<file path="config.mk">
export PLATFORM = sky130hd
export DESIGN_NAME = virt_capability_msr_bank
export DESIGN_NICKNAME = d
export VERILOG_FILES = /design/src/rtl/virt_cap_pkg.sv /design/src/rtl/virt_capability_msr_bank.sv /design/src/rtl/allowed_ctl_check.sv
export SDC_FILE = /design/constraint.sdc
export NUM_CORES = 1
export LEC_CHECK = 0
export BUFFER_PORTS_ARGS = -buffer_cell sky130_fd_sc_hd__buf_2
export CELL_PAD_IN_SITES_DETAIL_PLACEMENT = 0
export CELL_PAD_IN_SITES_GLOBAL_PLACEMENT = 1
export CORE_AREA = 2 2 162 164
export CTS_CLUSTER_SIZE = 30
export DETAILED_ROUTE_END_ITERATION = 10
export DIE_AREA = 0 0 164 166
export GPL_ROUTABILITY_DRIVEN = 0
export GPL_TIMING_DRIVEN = 0
export HOLD_SLACK_MARGIN = 0.1
export PLACE_DENSITY_LB_ADDON = 0.08
export RECOVER_POWER = 25
export SYNTH_ARGS = -nofsm -noshare
export SYNTH_HDL_FRONTEND = slang
export SYNTH_SLANG_ARGS = --single-unit
</file>
<file path="constraint.sdc">
create_clock -name core_clk -period 2.2 [get_ports core_clk]
set_input_delay 0.55 -clock core_clk [delete_from_list [all_inputs] [get_ports core_clk]]
set_output_delay 0.55 -clock core_clk [all_outputs]
set_load 0.005 [all_outputs]
</file>
<file path="src/rtl/virt_cap_pkg.sv">
// Package with capability register offsets, fixed contents and field layouts
package virt_cap_pkg;

  // Model register indices of the capability bank
  localparam logic [31:0] ENTRY_CTL_CAPABILITY_IDX = 32'h0000_0484;
  localparam logic [31:0] MISC_VIRT_CAPABILITY_IDX = 32'h0000_0485;
  localparam logic [31:0] CTRL_REG0_FIXED_ZERO_IDX = 32'h0000_0486;
  localparam logic [31:0] CTRL_REG0_FIXED_ONE_IDX = 32'h0000_0487;
  localparam logic [31:0] CTRL_REG4_FIXED_ZERO_IDX = 32'h0000_0488;
  localparam logic [31:0] CTRL_REG4_FIXED_ONE_IDX = 32'h0000_0489;
  localparam logic [31:0] FIELD_ENUMERATION_IDX = 32'h0000_048a;
  localparam logic [31:0] TRUE_ENTRY_CTL_IDX = 32'h0000_0490;
  localparam logic [31:0] SECONDARY_EXIT_CTL_IDX = 32'h0000_0493;
  localparam logic [31:0] SYS_MGMT_BASE_IDX = 32'h0000_009e;

  // Capability bits of registers outside this bank
  localparam logic BASIC_TRUE_CTLS_BIT55 = 1'b1;
  localparam logic PRIM_EXIT_ACT2_BIT63 = 1'b1;
  localparam logic TRACE_PRESENT = 1'b1;

  // Fixed contents of the bank
  localparam logic [63:0] ENTRY_CTL_CAP_VAL = 64'h0003_ffff_0000_11ff;
  localparam logic [63:0] TRUE_ENTRY_CTL_VAL = 64'h0003_ffff_0000_0004;
  localparam logic [63:0] SEC_EXIT_CTL_VAL = 64'h0000_0000_0000_000f;
  localparam logic [63:0] MISC_VIRT_CAP_VAL = 64'h0000_0000_7004_c1e5;
  localparam logic [63:0] CR0_FIXED_ZERO_VAL = 64'h0000_0000_8000_0021;
  localparam logic [63:0] CR0_FIXED_ONE_VAL = 64'h0000_0000_ffff_ffff;
  localparam logic [63:0] CR4_FIXED_ZERO_VAL = 64'h0000_0000_0000_2000;
  localparam logic [63:0] CR4_FIXED_ONE_VAL = 64'h0000_0000_003f_f7ff;
  localparam logic [63:0] FIELD_ENUM_VAL = 64'h0000_0000_0000_0054;

  // Entry controls of the default-one class
  localparam logic [31:0] ENTRY_DEFAULT_ONE = 32'h0000_11ff;

  // Miscellaneous register field positions
  localparam int MISC_RATE_LSB = 0;
  localparam int MISC_STORE_LMA = 5;
  localparam int MISC_ACT_LSB = 6;
  localparam int MISC_TRACE_OK = 14;
  localparam int MISC_SMBASE_RD = 15;
  localparam int MISC_TGT_LSB = 16;
  localparam int MISC_TGT_TOP = 24;
  localparam int MISC_LIST_LSB = 25;
  localparam int MISC_SMM_CTL2 = 28;
  localparam int MISC_ANY_WRITE = 29;
  localparam int MISC_ZERO_LEN = 30;
  localparam int MISC_REV_LSB = 32;

  // Field encoding layout
  localparam int ENC_WIDTH_LSB = 13;
  localparam int ENC_TYPE_LSB = 10;
  localparam int ENC_INDEX_LSB = 1;
  localparam logic [1:0] ENC_TYPE_EXIT_INFO = 2'h1;
  localparam logic [31:0] ENC_RESERVED_MASK = 32'hffff_9000;

  // Control bit positions and injection kinds
  localparam int EXIT_ACT2_BIT = 31;
  localparam logic [2:0] INJ_SW_INT = 3'h4;
  localparam logic [2:0] INJ_PRIV_SW_EXC = 3'h5;
  localparam logic [2:0] INJ_SW_EXC = 3'h6;

endpackage

</file>
<file path="src/rtl/virt_capability_msr_bank.sv">
// Virtualization capability register bank with guest entry checks
`timescale 1ns/1ps
`default_nettype none

module virt_capability_msr_bank (
  // Clock and reset
  input wire logic core_clk,
  input wire logic reset,
  // Model register access
  input wire logic msr_rd_req,
  input wire logic msr_wr_req,
  input wire logic [31:0] msr_index,
  input wire logic system_management_mode,
  input wire logic [63:0] smbase_value,
  output logic [63:0] msr_rd_data,
  output logic msr_ack,
  output logic msr_fault,
  // Guest entry check
  input wire logic entry_req,
  input wire logic [31:0] entry_ctls,
  input wire logic [31:0] prim_exit_ctls,
  input wire logic [63:0] sec_exit_ctls,
  input wire logic [1:0] activity_state,
  input wire logic inj_valid,
  input wire logic [2:0] inj_type,
  input wire logic [3:0] inj_len,
  output logic entry_done,
  output logic entry_fail,
  // Preemption timer rate
  input wire logic [63:0] timestamp_counter,
  input wire logic preempt_timer_active,
  output logic preempt_tick,
  // Guest exit store
  input wire logic guest_exit,
  input wire logic long_mode_active_flag,
  output logic guest64_entry_ctl,
  // Operation entry and leave
  input wire logic enter_virt_operation,
  input wire logic leave_virt_operation,
  input wire logic trace_ctl_write,
  input wire logic smm_monitor_ctl_bit2,
  output logic trace_enable_clear,
  output logic trace_write_fault,
  output logic smi_unblock,
  // Structure field write
  input wire logic field_write_req,
  input wire logic [31:0] field_encoding,
  output logic field_write_done,
  output logic field_write_fail
);

  import virt_cap_pkg::*;

  // Whole block state
  typedef struct packed {
    logic [63:0] rd_data;
    logic ack;
    logic fault;
    logic e_done;
    logic e_fail;
    logic tsc_prev;
    logic tick;
    logic guest64;
    logic in_virt_op;
    logic trace_clr;
    logic trace_fault;
    logic smi_unblk;
    logic f_done;
    logic f_fail;
  } bank_state_t;

  bank_state_t st;
  bank_state_t next_st;

  // Shorthand for the constant miscellaneous register
  localparam logic [63:0] MISC = MISC_VIRT_CAP_VAL;

  // Low half seen by software: default-one bits always read as one
  localparam logic [63:0] ENTRY_CAP_RD =
    ENTRY_CTL_CAP_VAL | {32'h0, ENTRY_DEFAULT_ONE};

  // Effective entry capability, chosen once by the true-controls bit
  logic [31:0] entry_must_one;
  logic [31:0] entry_may_one;
  logic entry_ctl_bad;
  logic sec_exit_bad;
  logic act_bad;
  logic inj_bad;
  logic tsc_bit;
  logic [8:0] max_index;
  logic trace_forbidden;

  // Pick the register that holds the full allowed settings
  always_comb
  begin
    if (BASIC_TRUE_CTLS_BIT55)
    begin
      // True register: no exceptions for default-one bits
      entry_must_one = TRUE_ENTRY_CTL_VAL[31:0];
      entry_may_one = TRUE_ENTRY_CTL_VAL[63:32];
    end
    else
    begin
      // Default-one bits are forced one here
      entry_must_one = ENTRY_CAP_RD[31:0];
      entry_may_one = ENTRY_CAP_RD[63:32];
    end
  end

  // Entry controls against both capability halves
  allowed_ctl_check #(
    .W(32)
  ) u_entry_check (
    .ctl(entry_ctls),
    .must_one(entry_must_one),
    .may_one(entry_may_one),
    .enable(1'b1),
    .fail(entry_ctl_bad)
  );

  // Secondary exit controls apply only with the activate bit set
  allowed_ctl_check #(
    .W(64)
  ) u_sec_exit_check (
    .ctl(sec_exit_ctls),
    .must_one(64'h0),
    .may_one(PRIM_EXIT_ACT2_BIT63 ? SEC_EXIT_CTL_VAL : 64'h0),
    .enable(prim_exit_ctls[EXIT_ACT2_BIT]),
    .fail(sec_exit_bad)
  );

  // Activity state and injection checks
  always_comb
  begin
    // State 0 always allowed; others need their bitmap bit
    act_bad = 1'b0;
    if (activity_state != 2'h0)
    begin
      act_bad = !MISC[MISC_ACT_LSB + int'(activity_state) - 1];
    end
    // Zero-length software events need explicit support
    inj_bad = inj_valid && (inj_len == 4'h0) && !MISC[MISC_ZERO_LEN] &&
      (inj_type == INJ_SW_INT || inj_type == INJ_PRIV_SW_EXC ||
       inj_type == INJ_SW_EXC);
  end

  // Timer source bit and derived limits
  always_comb
  begin
    tsc_bit = timestamp_counter[MISC[MISC_RATE_LSB +: 5]];
    max_index = FIELD_ENUM_VAL[ENC_INDEX_LSB +: 9];
    trace_forbidden = TRACE_PRESENT && !MISC[MISC_TRACE_OK];
  end

  // Next state of the whole block
  always_comb
  begin
    next_st = st;
    // Pulses last a single cycle
    next_st.ack = 1'b0;
    next_st.fault = 1'b0;
    next_st.e_done = 1'b0;
    next_st.e_fail = 1'b0;
    next_st.tick = 1'b0;
    next_st.trace_clr = 1'b0;
    next_st.trace_fault = 1'b0;
    next_st.smi_unblk = 1'b0;
    next_st.f_done = 1'b0;
    next_st.f_fail = 1'b0;

    // Register reads; data holds until the next answered read
    if (msr_wr_req)
    begin
      // Whole bank is read-only, so every write faults
      next_st.fault = 1'b1;
    end
    else if (msr_rd_req)
    begin
      next_st.ack = 1'b1;
      unique case (msr_index)
        ENTRY_CTL_CAPABILITY_IDX: next_st.rd_data = ENTRY_CAP_RD;
        MISC_VIRT_CAPABILITY_IDX: next_st.rd_data = MISC;
        CTRL_REG0_FIXED_ZERO_IDX: next_st.rd_data = CR0_FIXED_ZERO_VAL;
        CTRL_REG0_FIXED_ONE_IDX: next_st.rd_data = CR0_FIXED_ONE_VAL;
        CTRL_REG4_FIXED_ZERO_IDX: next_st.rd_data = CR4_FIXED_ZERO_VAL;
        CTRL_REG4_FIXED_ONE_IDX: next_st.rd_data = CR4_FIXED_ONE_VAL;
        FIELD_ENUMERATION_IDX: next_st.rd_data = FIELD_ENUM_VAL;
        TRUE_ENTRY_CTL_IDX:
        begin
          // Absent without the true-controls bit
          if (BASIC_TRUE_CTLS_BIT55)
            next_st.rd_data = TRUE_ENTRY_CTL_VAL;
          else
          begin
            next_st.ack = 1'b0;
            next_st.fault = 1'b1;
          end
        end
        SECONDARY_EXIT_CTL_IDX:
        begin
          // Absent unless the activate exit control may be set
          if (PRIM_EXIT_ACT2_BIT63)
            next_st.rd_data = SEC_EXIT_CTL_VAL;
          else
          begin
            next_st.ack = 1'b0;
            next_st.fault = 1'b1;
          end
        end
        SYS_MGMT_BASE_IDX:
        begin
          // Visible only inside management mode and only if allowed
          if (system_management_mode && MISC[MISC_SMBASE_RD])
            next_st.rd_data = smbase_value;
          else
          begin
            next_st.ack = 1'b0;
            next_st.fault = 1'b1;
          end
        end
        default:
        begin
          // Unknown index: fault, data kept
          next_st.ack = 1'b0;
          next_st.fault = 1'b1;
        end
      endcase
    end

    // Guest entry verdict, one cycle after the request
    if (entry_req)
    begin
      next_st.e_done = 1'b1;
      next_st.e_fail = entry_ctl_bad || sec_exit_bad || act_bad ||
        inj_bad;
    end

    // Timer tick on every change of the selected counter bit while the timer is active
    next_st.tsc_prev = tsc_bit;
    next_st.tick = preempt_timer_active && (tsc_bit != st.tsc_prev);

    // Exit stores the long mode flag into the entry control copy
    if (guest_exit && MISC[MISC_STORE_LMA])
      next_st.guest64 = long_mode_active_flag;

    // Entering and leaving operation
    if (enter_virt_operation)
    begin
      next_st.in_virt_op = 1'b1;
      next_st.trace_clr = trace_forbidden;
    end
    else if (leave_virt_operation && st.in_virt_op)
    begin
      next_st.in_virt_op = 1'b0;
      // Monitor bit counts only where it can be set at all
      next_st.smi_unblk =
        !(MISC[MISC_SMM_CTL2] && smm_monitor_ctl_bit2);
    end

    // Trace control writes fault while in operation if trace is barred from it
    if (trace_ctl_write && st.in_virt_op && trace_forbidden)
      next_st.trace_fault = 1'b1;

    // Structure field write: encoding layout and exit info guard
    if (field_write_req)
    begin
      next_st.f_done = 1'b1;
      next_st.f_fail = |(field_encoding & ENC_RESERVED_MASK) ||
        (field_encoding[ENC_INDEX_LSB +: 9] > max_index) ||
        (field_encoding[ENC_TYPE_LSB +: 2] == ENC_TYPE_EXIT_INFO &&
         !MISC[MISC_ANY_WRITE]);
    end
  end

  // State register; synchronous reset
  always_ff @(posedge core_clk)
  begin
    if (reset)
      st <= '0;
    else
      st <= next_st;
  end

  // Outputs straight from the state
  assign msr_rd_data = st.rd_data;
  assign msr_ack = st.ack;
  assign msr_fault = st.fault;
  assign entry_done = st.e_done;
  assign entry_fail = st.e_fail;
  assign preempt_tick = st.tick;
  assign guest64_entry_ctl = st.guest64;
  assign trace_enable_clear = st.trace_clr;
  assign trace_write_fault = st.trace_fault;
  assign smi_unblock = st.smi_unblk;
  assign field_write_done = st.f_done;
  assign field_write_fail = st.f_fail;
endmodule

`default_nettype wire

</file>
<file path="src/rtl/allowed_ctl_check.sv">
// Allowed-setting check of one control word against its capability halves
`timescale 1ns/1ps
`default_nettype none

module allowed_ctl_check #(
  parameter int W = 32
) (
  // Control word under test
  input wire logic [W-1:0] ctl,
  // Bits that must be one
  input wire logic [W-1:0] must_one,
  // Bits that may be one
  input wire logic [W-1:0] may_one,
  // Check applies only while enabled
  input wire logic enable,
  // Entry must fail
  output logic fail
);

  // Pure combination: a zero where a one is forced, or a one not allowed
  always_comb
  begin
    fail = enable && (|(must_one & ~ctl) || |(ctl & ~may_one));
  end

endmodule

`default_nettype wire

</file>
# [Word level (Yosys, flattened, before mapping)]
# Memories as Yosys holds them, arrays and structs flattened.
# Index checks and enable logic that the tools add are counted.
# W data, S select, Z words.
[classes] add_sub_neg=2 magnitude_cmp=2 n_eq_ne=12 n_mux=13 bitwise_logic=6 n_reduce_logical=21
[op_table] operator="$pmux W64 S10" n=1
[op_table] operator="$eq A32 B11 Y1 const B" n=9
[op_table] operator="$mux W64" n=1
[op_table] operator="$reduce_or A60 Y1" n=1
[op_table] operator="$eq A32 B8 Y1 const B" n=1
[op_table] operator="$reduce_or A18 Y1" n=1
[op_table] operator="$reduce_or A14 Y1" n=1
[op_table] operator="$reduce_bool A10 Y1" n=1
[op_table] operator="$gt A9 B6 Y1 const B" n=1
[op_table] operator="$reduce_or A9 Y1" n=1
[op_table] operator="$lt A5 B8 Y1 const B" n=1
[op_table] operator="$mux W1" n=7
[op_table] operator="$mux W2" n=3
[op_table] operator="$reduce_or A3 Y1" n=2
[op_table] operator="$not A1 Y1" n=5
[op_table] operator="$sub A4 B1 Y5 const B" n=1
[op_table] operator="$add A3 B2 Y4 const A" n=1
[op_table] operator="$logic_or A1 B1 Y1" n=4
[op_table] operator="$pmux W2 S2" n=1
[op_table] operator="$reduce_and A4 Y1" n=1
[op_table] operator="$reduce_bool A2 Y1" n=2
[op_table] operator="$reduce_or A2 Y1" n=2
[op_table] operator="$logic_and A1 B1 Y1" n=3
[op_table] operator="$not A3 Y3" n=1
[op_table] operator="other kinds (3)" n=4
[word_totals] register_bits=75 mem_bits_ro=64 word_cells=69 n_memories=1
[mem_list] memory="(name not given)" words=64 word_bits=1 rd=1 rd_clocked_by_memory_dff=0 write_ports=0 line_no="virt_capability_msr_bank.sv:139" rtl="act_bad = !MISC[MISC_ACT_LSB + int'(activity_state) - 1];"

# [Depth between registers and ports, before layout]
# Gate-level depths: netlist of run 1.
[depth] depth_word=9 mapped_depth=9

# [Cells and area by module]
# A second synthesis of run 1 with hierarchy kept.
[unflattened] hier_cells=758 hier_area_um2=5547.8
[by_module_without_submodules] mod="virt_capability_msr_bank" n_inst=1 cells_per_inst=515 area_each_um2=3987.6
[by_module_without_submodules] mod="allowed_ctl_check (u_sec_exit_check)" n_inst=1 cells_per_inst=161 area_each_um2=1052.3
[by_module_without_submodules] mod="allowed_ctl_check (u_entry_check)" n_inst=1 cells_per_inst=82 area_each_um2=508.0

# [Worst setup path before layout of run 1]
# OpenSTA, ideal clock, no wires.
[synth_timing] path_kind="input port to flip-flop" start="input msr_index[3]" end="register st, in the netlist msr_rd_data[32]" setup_time_ns=0.136 t_arrival_ns=2.013 slack_ns=0.052 cell_stages=8 path_buffers=2 cell_sequence="buf_2 > or3b_1 > o21bai_1 > a21oi_2 > o21ai_2 > nor2_4 > buf_2 > a211oi_1"
[synth_between] elab_chain_cells=3 word_cells_on_any_way=14
[synth_lines] item="from (decl)" line_no="virt_capability_msr_bank.sv:12" rtl="input wire logic [31:0] msr_index,"
[synth_lines] item="$eq A32 B8 Y1 / $eq A32 B11 Y1 (equally long branches)" line_no="virt_capability_msr_bank.sv:180" rtl="unique case (msr_index)"
[synth_lines] item="$reduce_bool A10 Y1 (no line) / $ne A2 B2 Y1 (equally long branches)"
[synth_lines] item="$reduce_and A4 Y1 (no line)"
[synth_lines] item="to (signal assigned)" line_no="virt_capability_msr_bank.sv:281" rtl="st <= next_st;"
[synth_lines] item="to (decl)" line_no="virt_capability_msr_bank.sv:72" rtl="bank_state_t st;"
# Parallel ways exist; a longest one is shown, timed or not.
# A chain may end at the register's enable or synchronous reset.

# [Worst setup path after layout of run 1]
[layout_timing] start="input msr_index[3]" end="register st, in the netlist msr_rd_data[16]"
# Same word-level chain as after synthesis.

==> reports/qor.csv, run 1 <==
stage,metric,value,unit
clock_network,cts_htree_levels,3,
grt,grt.overflow.total,0,
outcome,status,finished clean,
floorplanning,coreArea,0.0256,sq mm
sta,slew_violations,0,
sta,finalCriticalPeriod,2.09,ns
sta,fmax,479,MHz
sta,skew,0.000650,ns
synth,syn_area,0.00415,sq mm
clock_network,clkSlewWorstSetupHoldPaths,0.07,ns
layout,syn_to_final_growth,56.4,%
detailed_routing,routed_via_density,4.07,
clock_network,cts.sinks,75,
sta,slew_headroom,56.5,%
detailed_routing,first_pass_iters,4,
clock_network,cts_buffers,9,
detailed_routing,antenna_left,0,
sta,hold_slack,0.429,ns
setup_path,worst_setup_path_end_kind,register,
detailed_routing,num_vias,4638,
synth,async_flop_share,0,%
detailed_routing,drt_first_iter_violations,136,
grt,grt_max_degree,15,
synth,synth_edf_count,0,
pwr,power_leakage,0.00305,uW
pwr,vdd_ir_drop_max,380,uV
setup_path,critPathLaunchType,input pin,
floorplanning,ios,419,
layout,final_common_cell,buf_2,
sta,period_share,95.0,%
floorplanning,die-area,0.0272,sq mm
pwr,power_per_cell_area,505,mW/mm^2
floorplanning,start_util,16.2,%
clock_network,postCtsHoldBufs,0,
synth,synth_cells,490,
grt,antenna_found_initial,2,
layout,most-common-layout-cells,"buf_2, dfxtp_1, buf_4",
clock_network,clk_latency,0.33,ns
sta,hold_viol,0,
grt,grt_pass1_vias,4755,
synth,synth_seq_cells,75,
floorplanning,die_w,164,um
sta,grt_setup_unrepaired,yes,
layout,num-nets-final,1141,
clock_network,cts_root_buffer,clkbuf_16,
clock_network,cts_tree,done,
grt,grt_use_total,12.4,%
layout,final_layout_size_suffix_gt1_share,51.5,%
synth,synth_flop_cell,dfxtp_1,
sta,worstMarginPinSlew,0.653,ns
synth,synth.distinct_cells,55,
sta,worst_slack,0.110,ns
layout,final_area,0.00649,sq mm
grt,grt_pass1_wl,25700,um
hold_path,hold_path_class,in -> reg,
placement,place_hpwl,13900,um
floorplanning,die_y,166,um
setup_path,critPathMaxFanout,10,
detailed_routing,totalWireLength,17200,um
sta,setup_viol,0,
clock_network,clockBufferDepth,2,
detailed_routing,wl_per_cell,15.1,um
job,maxCapViolCount,0,
placement,dpl_cell_area,0.00598,sq mm
setup_path,required,2.49,ns
synth,avgSynthCellArea,8.47,sq um
setup_path,path_class,in -> reg,
placement,pre_cts_ws,-0.959,ns
placement,io_buffers,282,
detailed_routing,drc_errors,0,
synth,ys_seq_area_share,36.2,%
synth,yosysWarnings,0,
setup_path,worstPathArrival,2.38,ns
floorplanning,fp-row-count,59,
synth_stat cells, types with 14 or more instances:
cell type,count,area [sq um]
buf_4,68,510
nor4_1,27,169
buf_2,14,70.1
o21ai_0,23,115
a22o_1,14,123
nand2_1,31,116
a21oi_1,22,110
a21o_1,16,120
nor2_1,43,161
nand3_1,16,80.1
a211oi_1,27,203
dfxtp_1,75,1500
layer usage:
metal	GRT usage [%]	up-vias	part of all wire, %
li1	-	2331	-
met1	13.8	2108	39
met2	23.4	188	53
met3	3.15	11	7.1
met4	2.97	0	0.92
met5	0	-	0
per-stage QoR:
step                      power, uW  instances  TNS, ns  utilization (%)
after detailed placement       1730       1108   -51.62             23.4
after CTS                      3360       1133        0             25.1
after global placement         1730       1108   -48.97             23.4
after floorplan                1500        491        0                -
final                          3280       1139        0             25.3
after global routing           3440       1137   -0.106             25.3
registers in the layout, indices dropped and copies added (netlist names):
register / cells
preempt_tick: 1
msr_rd_data: 64
entry_fail: 1
smi_unblock: 1
guest64_entry_ctl: 1
msr_fault: 1
entry_done: 1
st: 2
field_write_fail: 1
field_write_done: 1
msr_ack: 1
worst paths after layout:
kind                                            from              end  slack (ns)  cells after the start
worst max-delay path                    msr_index[3]  msr_rd_data[16]        0.11                      8
worst min-delay path            enter_virt_operation            st[5]        0.43                      3
worst max register to register       msr_rd_data[28]  msr_rd_data[28]        1.48                      2
worst min register to register                 st[5]      smi_unblock        0.43                      2
area by class of cell:
cell class	instances	area (sq um)
Clock buffer	10	239
Tap cell	335	419
Fill cell	2867	19100
Antenna cell	2	5.00
Buffer	97	693
Multi-Input combinational cell	313	2040
Sequential cell	75	1500
Inverter	4	15.0
Timing Repair Buffer	297	1510
Clock inverter	6	72.6
kinds of logic (layout without fill, tap and decap cells):
kind of cell / count (synthesis) / count (layout) / synth area share, %
simple gates: 177 / 177 / 24.3
xor+xnor: 2 / 2 / 0.422
buf+inv: 103 / 414 / 16.6
flops: 75 / 75 / 36.2
mux: 1 / 1 / 0.241
other cells: 1 / 4 / 0.0904
compound gates: 131 / 131 / 22.1
critical path: stages:
cell and delay, ns:
buf_2 0.17, or3b_1 0.43, o21bai_1 0.19, a21oi_2 0.22
o21ai_2 0.15, nor4_4 0.32, buf_6 0.20, a22o_1 0.13
timing repair:
action / CTS / global route
setup endpoints to repair: 66 / 57
pin swaps: 6 / 7
buffers inserted: 10 / 5
resized for setup: 12 / 13
where the power goes:
group	internal [uW]	switching [uW]	total, uW
clock	925	655	1580
combinational	179	151	330
sequential	1370	3.20	1370
(Power assumes the default switching activity.)
==> run 2, diff against run 1 <==
Settings changed: CAP_MARGIN set to 30, CORE_AREA 2 2 162 164 to 8 8 159 161, DIE_AREA 0 0 164 166 to 0 0 167 169.
==> reports/qor.csv, run 2 (synthesized netlist as in run 1, its figures left out) <==
stage,metric,value,unit,change
placement,place_hpwl,15100,um,was 13900 um
layout,num_antenna_cells,0,,was 2
pwr,power.total,3370,uW,was 3280 uW
setup_path,required,2.43,ns,was 2.49 ns
layout,final_area,0.00641,sq mm,was 0.00649 sq mm
layout,num-nets-final,1136,,was 1141
clock_network,postCtsHoldBufs,0,,unchanged
floorplanning,die_w,167,um,was 164 um
layout,final_common_cell,buf_2,,unchanged
clock_network,cts.sinks,75,,unchanged
sta,grt_setup_unrepaired,yes,,unchanged
detailed_routing,wl_per_cell,16.8,um,was 15.1 um
sta,skew,0.000439,ns,was 0.000650 ns
grt,grt_pass1_wl,27600,um,was 25700 um
floorplanning,die-area,0.0282,sq mm,was 0.0272 sq mm
grt,grt.overflow.total,0,,unchanged
placement,io_buffers,282,,unchanged
floorplanning,die_y,169,um,was 166 um
clock_network,clk_latency,0.33,ns,about the same
clock_network,cts_buffers,9,,unchanged
detailed_routing,drc_errors,0,,unchanged
sta,fmax,478,MHz,was 479 MHz
setup_path,critPathMaxFanout,10,,unchanged
setup_path,path_class,in -> reg,,unchanged
job,maxCapViolCount,0,,unchanged
detailed_routing,num_vias,4545,,was 4638
pwr,vdd_ir_drop_max,273,uV,was 380 uV
detailed_routing,totalWireLength,18200,um,was 17200 um
detailed_routing,routed_via_density,4.18,,was 4.07
grt,antenna_found_initial,4,,was 2
clock_network,cts_root_buffer,clkbuf_16,,unchanged
setup_path,r2r_setup_slack,1.50,ns,was 1.48 ns
sta,setup_viol,0,,unchanged
sta,worstMarginPinSlew,0.638,ns,was 0.653 ns
sta,period_share,95.2,%,was 95.0%
hold_path,hold_path_class,in -> reg,,unchanged
layout,final_layout_size_suffix_gt1_share,50.6,%,was 51.5%
floorplanning,fp-row-count,56,,was 59
layout,fill_cells,2554,,was 2867
floorplanning,start_util,18.1,%,was 16.2%
setup_path,critPathLaunchType,input pin,,unchanged
clock_network,cts_htree_levels,3,,unchanged
layout,largest_reg_flops,64,,unchanged
layout,most-common-layout-cells,"buf_2, dfxtp_1, buf_4",,unchanged
layout,syn_to_final_growth,54.4,%,was 56.4%
pwr,power_leakage,0.00300,uW,was 0.00305 uW
pwr,power_per_cell_area,526,mW/mm^2,was 505 mW/mm^2
detailed_routing,first_pass_iters,4,,unchanged
outcome,status,finished clean,,unchanged
setup_path,worstPathArrival,2.32,ns,was 2.38 ns
sta,slew_violations,0,,unchanged
sta,hold_viol,0,,unchanged
setup_path,worst_setup_path_end_kind,register,,unchanged
detailed_routing,drt_first_iter_violations,108,,was 136
sta,slew_headroom,57.4,%,was 56.5%
floorplanning,coreArea,0.0229,sq mm,was 0.0256 sq mm
floorplanning,ios,419,,unchanged
sta,finalCriticalPeriod,2.09,ns,about the same
grt,grt_max_degree,15,,unchanged
grt,grt_pass1_vias,4878,,was 4755
clock_network,clockBufferDepth,2,,unchanged
sta,fin_tns_setup,0,ns,unchanged
clock_network,cts_tree,done,,unchanged
detailed_routing,antenna_left,0,,unchanged
grt,grt_use_total,12.5,%,was 12.4%
clock_network,clkSlewWorstSetupHoldPaths,0.06,ns,was 0.07 ns
placement,dpl_cell_area,0.00593,sq mm,was 0.00598 sq mm
==> run 2: changes by cell type in the layout (fill, tap and decap cells not counted), sizes merged <==
cell | before | now
buf | 354 | 344
bufinv | 1 | 2
diode | 2 | 0
clkinv | 3 | 0
clkbuf | 50 | 55
clkinvlp | 0 | 2
==> run 2: stage by stage <==
step	util (%)	setup WS (ns)	cells	hold slack (ns)
after floorplan	-	0.0516	491	0.415
after global placement	25.9	-0.726	1063	0.426
after detailed placement	25.9	-0.766	1063	0.438
after CTS	27.6	0.0122	1083	0.407
after global routing	28.0	-0.0247	1087	0.439
final	28.0	0.107	1087	0.428
==> run 2: power breakdown <==
part	switching (uW)	internal, uW
Clock	636	1040
Combinational	150	179
Sequential	3.31	1370
Total	789	2580
==> run 2: worst paths after layout <==
path / startpoint / endpoint / depth (start not counted)
max: msr_index[14] / msr_rd_data[23] / 8
min: msr_wr_req / msr_fault / 3
max reg2reg: msr_rd_data[29] / msr_rd_data[29] / 2
min reg2reg: st[5] / smi_unblock / 2
==> run 2: critical path, stage by stage <==
cell and delay [ns]:
buf_2 0.11, nor4_4 0.38, nand2_2 0.20, nor3_4 0.29, o21a_4 0.22, nor2_2 0.08
clkbuf_4 0.23, a22o_1 0.25
==> run 2: timing repair <==
item,in CTS,in global routing
pin swaps,4,7
setup buffers,5,4
gates resized for setup,6,18
setup endpoints to repair,65,57
==> run 2: final cells by class <==
cell class	instances	area [sq um]	area share, %
multi-input combinational	313	2050	32.0
sequential	75	1500	23.4
timing repair buffer	291	1460	22.8
buffer	98	682	10.6
tap	290	363	5.66
clock buffer	10	239	3.73
clock inverter	6	95.1	1.48
inverter	4	15.0	0.234
==> run 2: layer usage <==
layer / part of all wire [%] / wire [um] / global-route usage, %
met5: 0.26 / 48 / 0
met4: 0.87 / 159 / 2.82
met3: 7.0 / 1280 / 4.75
met2: 49 / 8950 / 20.9
met1: 43 / 7770 / 14.9
==> run 3, diff against run 2 <==
Settings changed: CORE_AREA 8 8 159 161 to unset, CORE_ASPECT_RATIO set to 0.9, CORE_MARGIN set to 8, CORE_UTILIZATION set to 24, DIE_AREA 0 0 167 169 to unset, SYNTH_HIERARCHICAL set to 1.
==> reports/qor.csv, run 3 <==
stage,metric,value,unit,change
outcome,status,finished clean,,unchanged
placement,placed_cells,1552,,was 1063
synth,synth_seq_cells,75,,unchanged
synth,yosysWarnings,6,,was 0
clock_network,clockBufferDepth,2,,unchanged
synth,ys_seq_area_share,27.1,%,was 36.2%
grt,grt_pass1_wl,35700,um,was 27600 um
job,maxCapViolCount,0,,unchanged
floorplanning,die_w,176,um,was 167 um
placement,place_hpwl,19700,um,was 15100 um
layout,final_cells,1573,,was 1087
pwr,power_leakage,0.00416,uW,was 0.00300 uW
synth,synth.distinct_cells,65,,was 55
clock_network,postCtsHoldBufs,0,,unchanged
layout,largest_reg_flops,64,,unchanged
sta,finalCriticalPeriod,2.13,ns,was 2.09 ns
clock_network,cts_root_buffer,clkbuf_16,,unchanged
pwr,power_frac_seq,38.6,%,was 40.6%
setup_path,path_buf_inv,4,,was 2
layout,fill_cells,2534,,was 2554
grt,grt_pass1_vias,6450,,was 4878
pwr,power_frac_clock,44.0,%,was 49.6%
synth,synth.most_common_cell,nand2_1,,was dfxtp_1
setup_path,worstSetupPathDepth,10,,was 8
setup_path,required,2.40,ns,was 2.43 ns
pwr,vdd_ir_drop_max,322,uV,was 273 uV
floorplanning,coreArea,0.0226,sq mm,was 0.0229 sq mm
floorplanning,start_util,24.6,%,was 18.1%
layout,seq_area,0.00150,sq mm,unchanged
setup_path,rr_worst_depth,2,,unchanged
setup_path,crit_top_cell,buf_6,,
setup_path,critical_path.startpoint,msr_index[0],,was msr_index[14]
floorplanning,ios,419,,unchanged
sta,fin_tns_setup,0,ns,unchanged
sta,fmax,469,MHz,was 478 MHz
setup_path,critPathLaunchType,input pin,,unchanged
setup_path,worst_setup_path_end_kind,register,,unchanged
floorplanning,die-area,0.0282,sq mm,about the same
synth,synth_edf_count,0,,unchanged
layout,final_common_cell,buf_2,,unchanged
synth,synth_flop_cell,dfxtp_1,,unchanged
layout,final_layout_size_suffix_gt1_share,33.3,%,was 50.6%
grt,grt.overflow.total,0,,unchanged
clock_network,clkSlewWorstSetupHoldPaths,0.07,ns,was 0.06 ns
layout,num_antenna_cells,0,,unchanged
sta,slew_violations,0,,unchanged
synth,synth_cells,758,,was 490
sta,skew,0.00193,ns,was 0.000439 ns
layout,num-nets-final,1615,,was 1136
clock_network,cts_tree,done,,unchanged
sta,slew_headroom,47.1,%,was 57.4%
detailed_routing,drc_errors,0,,unchanged
setup_path,critPathMaxFanout,10,,unchanged
detailed_routing,routed_via_density,4.02,,was 4.18
synth,syn_area,0.00555,sq mm,was 0.00415 sq mm
clock_network,cts_buffers,9,,unchanged
sta,hold_viol,0,,unchanged
setup_path,reg2reg_to,msr_rd_data[18],,was msr_rd_data[29]
setup_path,crit_chain,"buf_2, buf_6, and2_2, o21ai_1, a211o_1, a211o_2, nor3_4, buf_12, buf_6, a211oi_1",,"was buf_2, nor4_4, nand2_2, nor3_4, o21a_4, nor2_2, clkbuf_4, a22o_1"
floorplanning,die_y,160,um,was 169 um
setup_path,r2r_setup_slack,1.50,ns,about the same
grt,grt_max_degree,16,,was 15
setup_path,crit_path_end,msr_rd_data[32],,was msr_rd_data[23]
synth,synthTopCellsByCount,"nand2_1, dfxtp_1, buf_4, a21oi_1, inv_1",,"was dfxtp_1, buf_4, nor2_1, nand2_1"
setup_path,r2r-start,msr_rd_data[18],,was msr_rd_data[29]
clock_network,cts.sinks,75,,unchanged
grt,grt_use_total,15.9,%,was 12.5%
layout,most-common-layout-cells,"buf_2, conb_1, nand2_1",,"was buf_2, dfxtp_1, buf_4"
setup_path,path_class,in -> reg,,unchanged
sta,setup_viol,0,,unchanged
detailed_routing,first_pass_iters,5,,was 4
setup_path,worstPathArrival,2.33,ns,was 2.32 ns
pwr,combPwrFrac,17.4,%,was 9.8%
sta,worstMarginPinSlew,0.794,ns,was 0.638 ns
pwr,power_switching,971,uW,was 789 uW
synth,ys_top_cells_by_area,"dfxtp_1, buf_4, nand2_1, a21oi_1, nor2b_1",,"was dfxtp_1, buf_4, a211oi_1, nor4_1, nor2_1"
synth,synth.top_cell.area_share,27.1,%,was 36.2%
detailed_routing,num_vias,6330,,was 4545
synth,avgSynthCellArea,7.32,sq um,was 8.47 sq um
synth,async_flop_share,0,%,unchanged
setup_path,critPathSlowestCell,a211o_2,,was nor4_4
pwr,switching_share,27.4,%,was 23.4%
setup_path,cp_top_family,compound AO/OA/AOI/OAI gates,,was simple AND/OR/NAND/NOR gates
detailed_routing,antenna_left,0,,unchanged
detailed_routing,totalWireLength,23000,um,was 18200 um
pwr,power.internal,2580,uW,about the same
detailed_routing,drt_first_iter_violations,253,,was 108
sta,period_share,96.9,%,was 95.2%
hold_path,hold_path_class,in -> reg,,unchanged
pwr,power_per_cell_area,411,mW/mm^2,was 526 mW/mm^2
clock_network,cts_htree_levels,3,,unchanged
grt,antenna_found_initial,3,,was 4
layout,syn_to_final_growth,55.8,%,was 54.4%
floorplanning,fp-row-count,52,,was 56
placement,io_buffers,304,,was 282
layout,multi_input_area,0.00391,sq mm,was 0.00205 sq mm
detailed_routing,wl_per_cell,14.6,um,was 16.8 um
clock_network,clk_latency,0.34,ns,was 0.33 ns
setup_path,slowest_delay,0.36,ns,was 0.38 ns
synth,synth.largest_area_cell,dfxtp_1,,unchanged
## run 3: cell count changes after synthesis, moves of 20 or more
cell,previous run,this run
nand2b_1,1,41
a21oi_1,22,63
nand2_1,31,103
inv_1,4,62
nor2b_1,11,50
o21ai_0,23,3
o22ai_1,0,21
## run 3: worst min-delay path by stage
stage                          from     endpoint  slack (ns)  cells after the start
6_report       enter_virt_operation        st[5]        0.43                      3
5_1_grt        leave_virt_operation  smi_unblock        0.43                      3
4_1_cts        enter_virt_operation        st[5]        0.41                      3
3_5_place_dp                  st[5]  smi_unblock        0.43                      2
3_3_place_gp                  st[5]  smi_unblock        0.43                      2
2_1_floorplan                 st[5]  smi_unblock        0.41                      2
## run 3: stage by stage
stage	setup slack [ns]	area [sq um]	utilization (%)	hold slack [ns]	power, uW
finish	0.0679	8640	38.3	0.427	3550
global route	-0.000724	8640	38.3	0.432	3750
CTS	0.0151	8540	37.8	0.414	3600
detailed placement	-0.623	8170	36.2	0.432	2000
global placement	-0.563	8170	36.2	0.432	2000
floorplan	0.0963	6270	-	0.415	1700
## run 3: cell type report
type / count / area share [%]
Sequential cell: 75 / 17.4
Clock inverter: 7 / 0.956
Multi-Input combinational cell: 710 / 45.3
Buffer: 102 / 8.69
Timing Repair Buffer: 309 / 17.8
Clock buffer: 9 / 2.61
Inverter: 64 / 2.94
Tap cell: 297 / 4.30
## run 3: kinds of logic (layout without fill, tap and decap cells)
kind of cell	count (synthesis)	after routing	share of synthesized area (%)
flops	75	75	27.1
xor+xnor	1	1	0.158
compound gates	182	182	23.9
simple gates	331	331	31.3
mux	1	1	0.180
other cells	2	195	0.135
buf+inv	166	491	17.2
## run 3: repair_timing
action	CTS	global route
endpoints found under the hold margin	0	0
endpoints found under the setup margin	30	61
pin swaps	1	5
resized for setup	5	37
gates cloned	0	0
setup buffers	3	2
## run 3: worst reg2reg max path, cell delays in order, from the launching register on
cell and delay [ns]:
dfxtp_1 0.35, nor2_1 0.06, a311oi_1 0.21
## run 3: layer usage
| layer | track usage (%) | part of all wire (%) | vias to the layer above |
|---|---|---|---|
| met5 | 0 | 0.17 | - |
| met4 | 2.08 | 0.40 | 6 |
| met3 | 5.12 | 8.4 | 11 |
| met2 | 25.8 | 45 | 220 |
| met1 | 20.7 | 47 | 2683 |
| li1 | - | - | 3410 |
## run 3: power by group through the flow
stage               logic (uW)  clock network, uW  registers [uW]
floorplan                  301                  0            1400
global placement           603                  0            1400
detailed placement         605                  0            1400
CTS                        609               1620            1370
global route               705               1670            1370
finish                     617               1560            1370
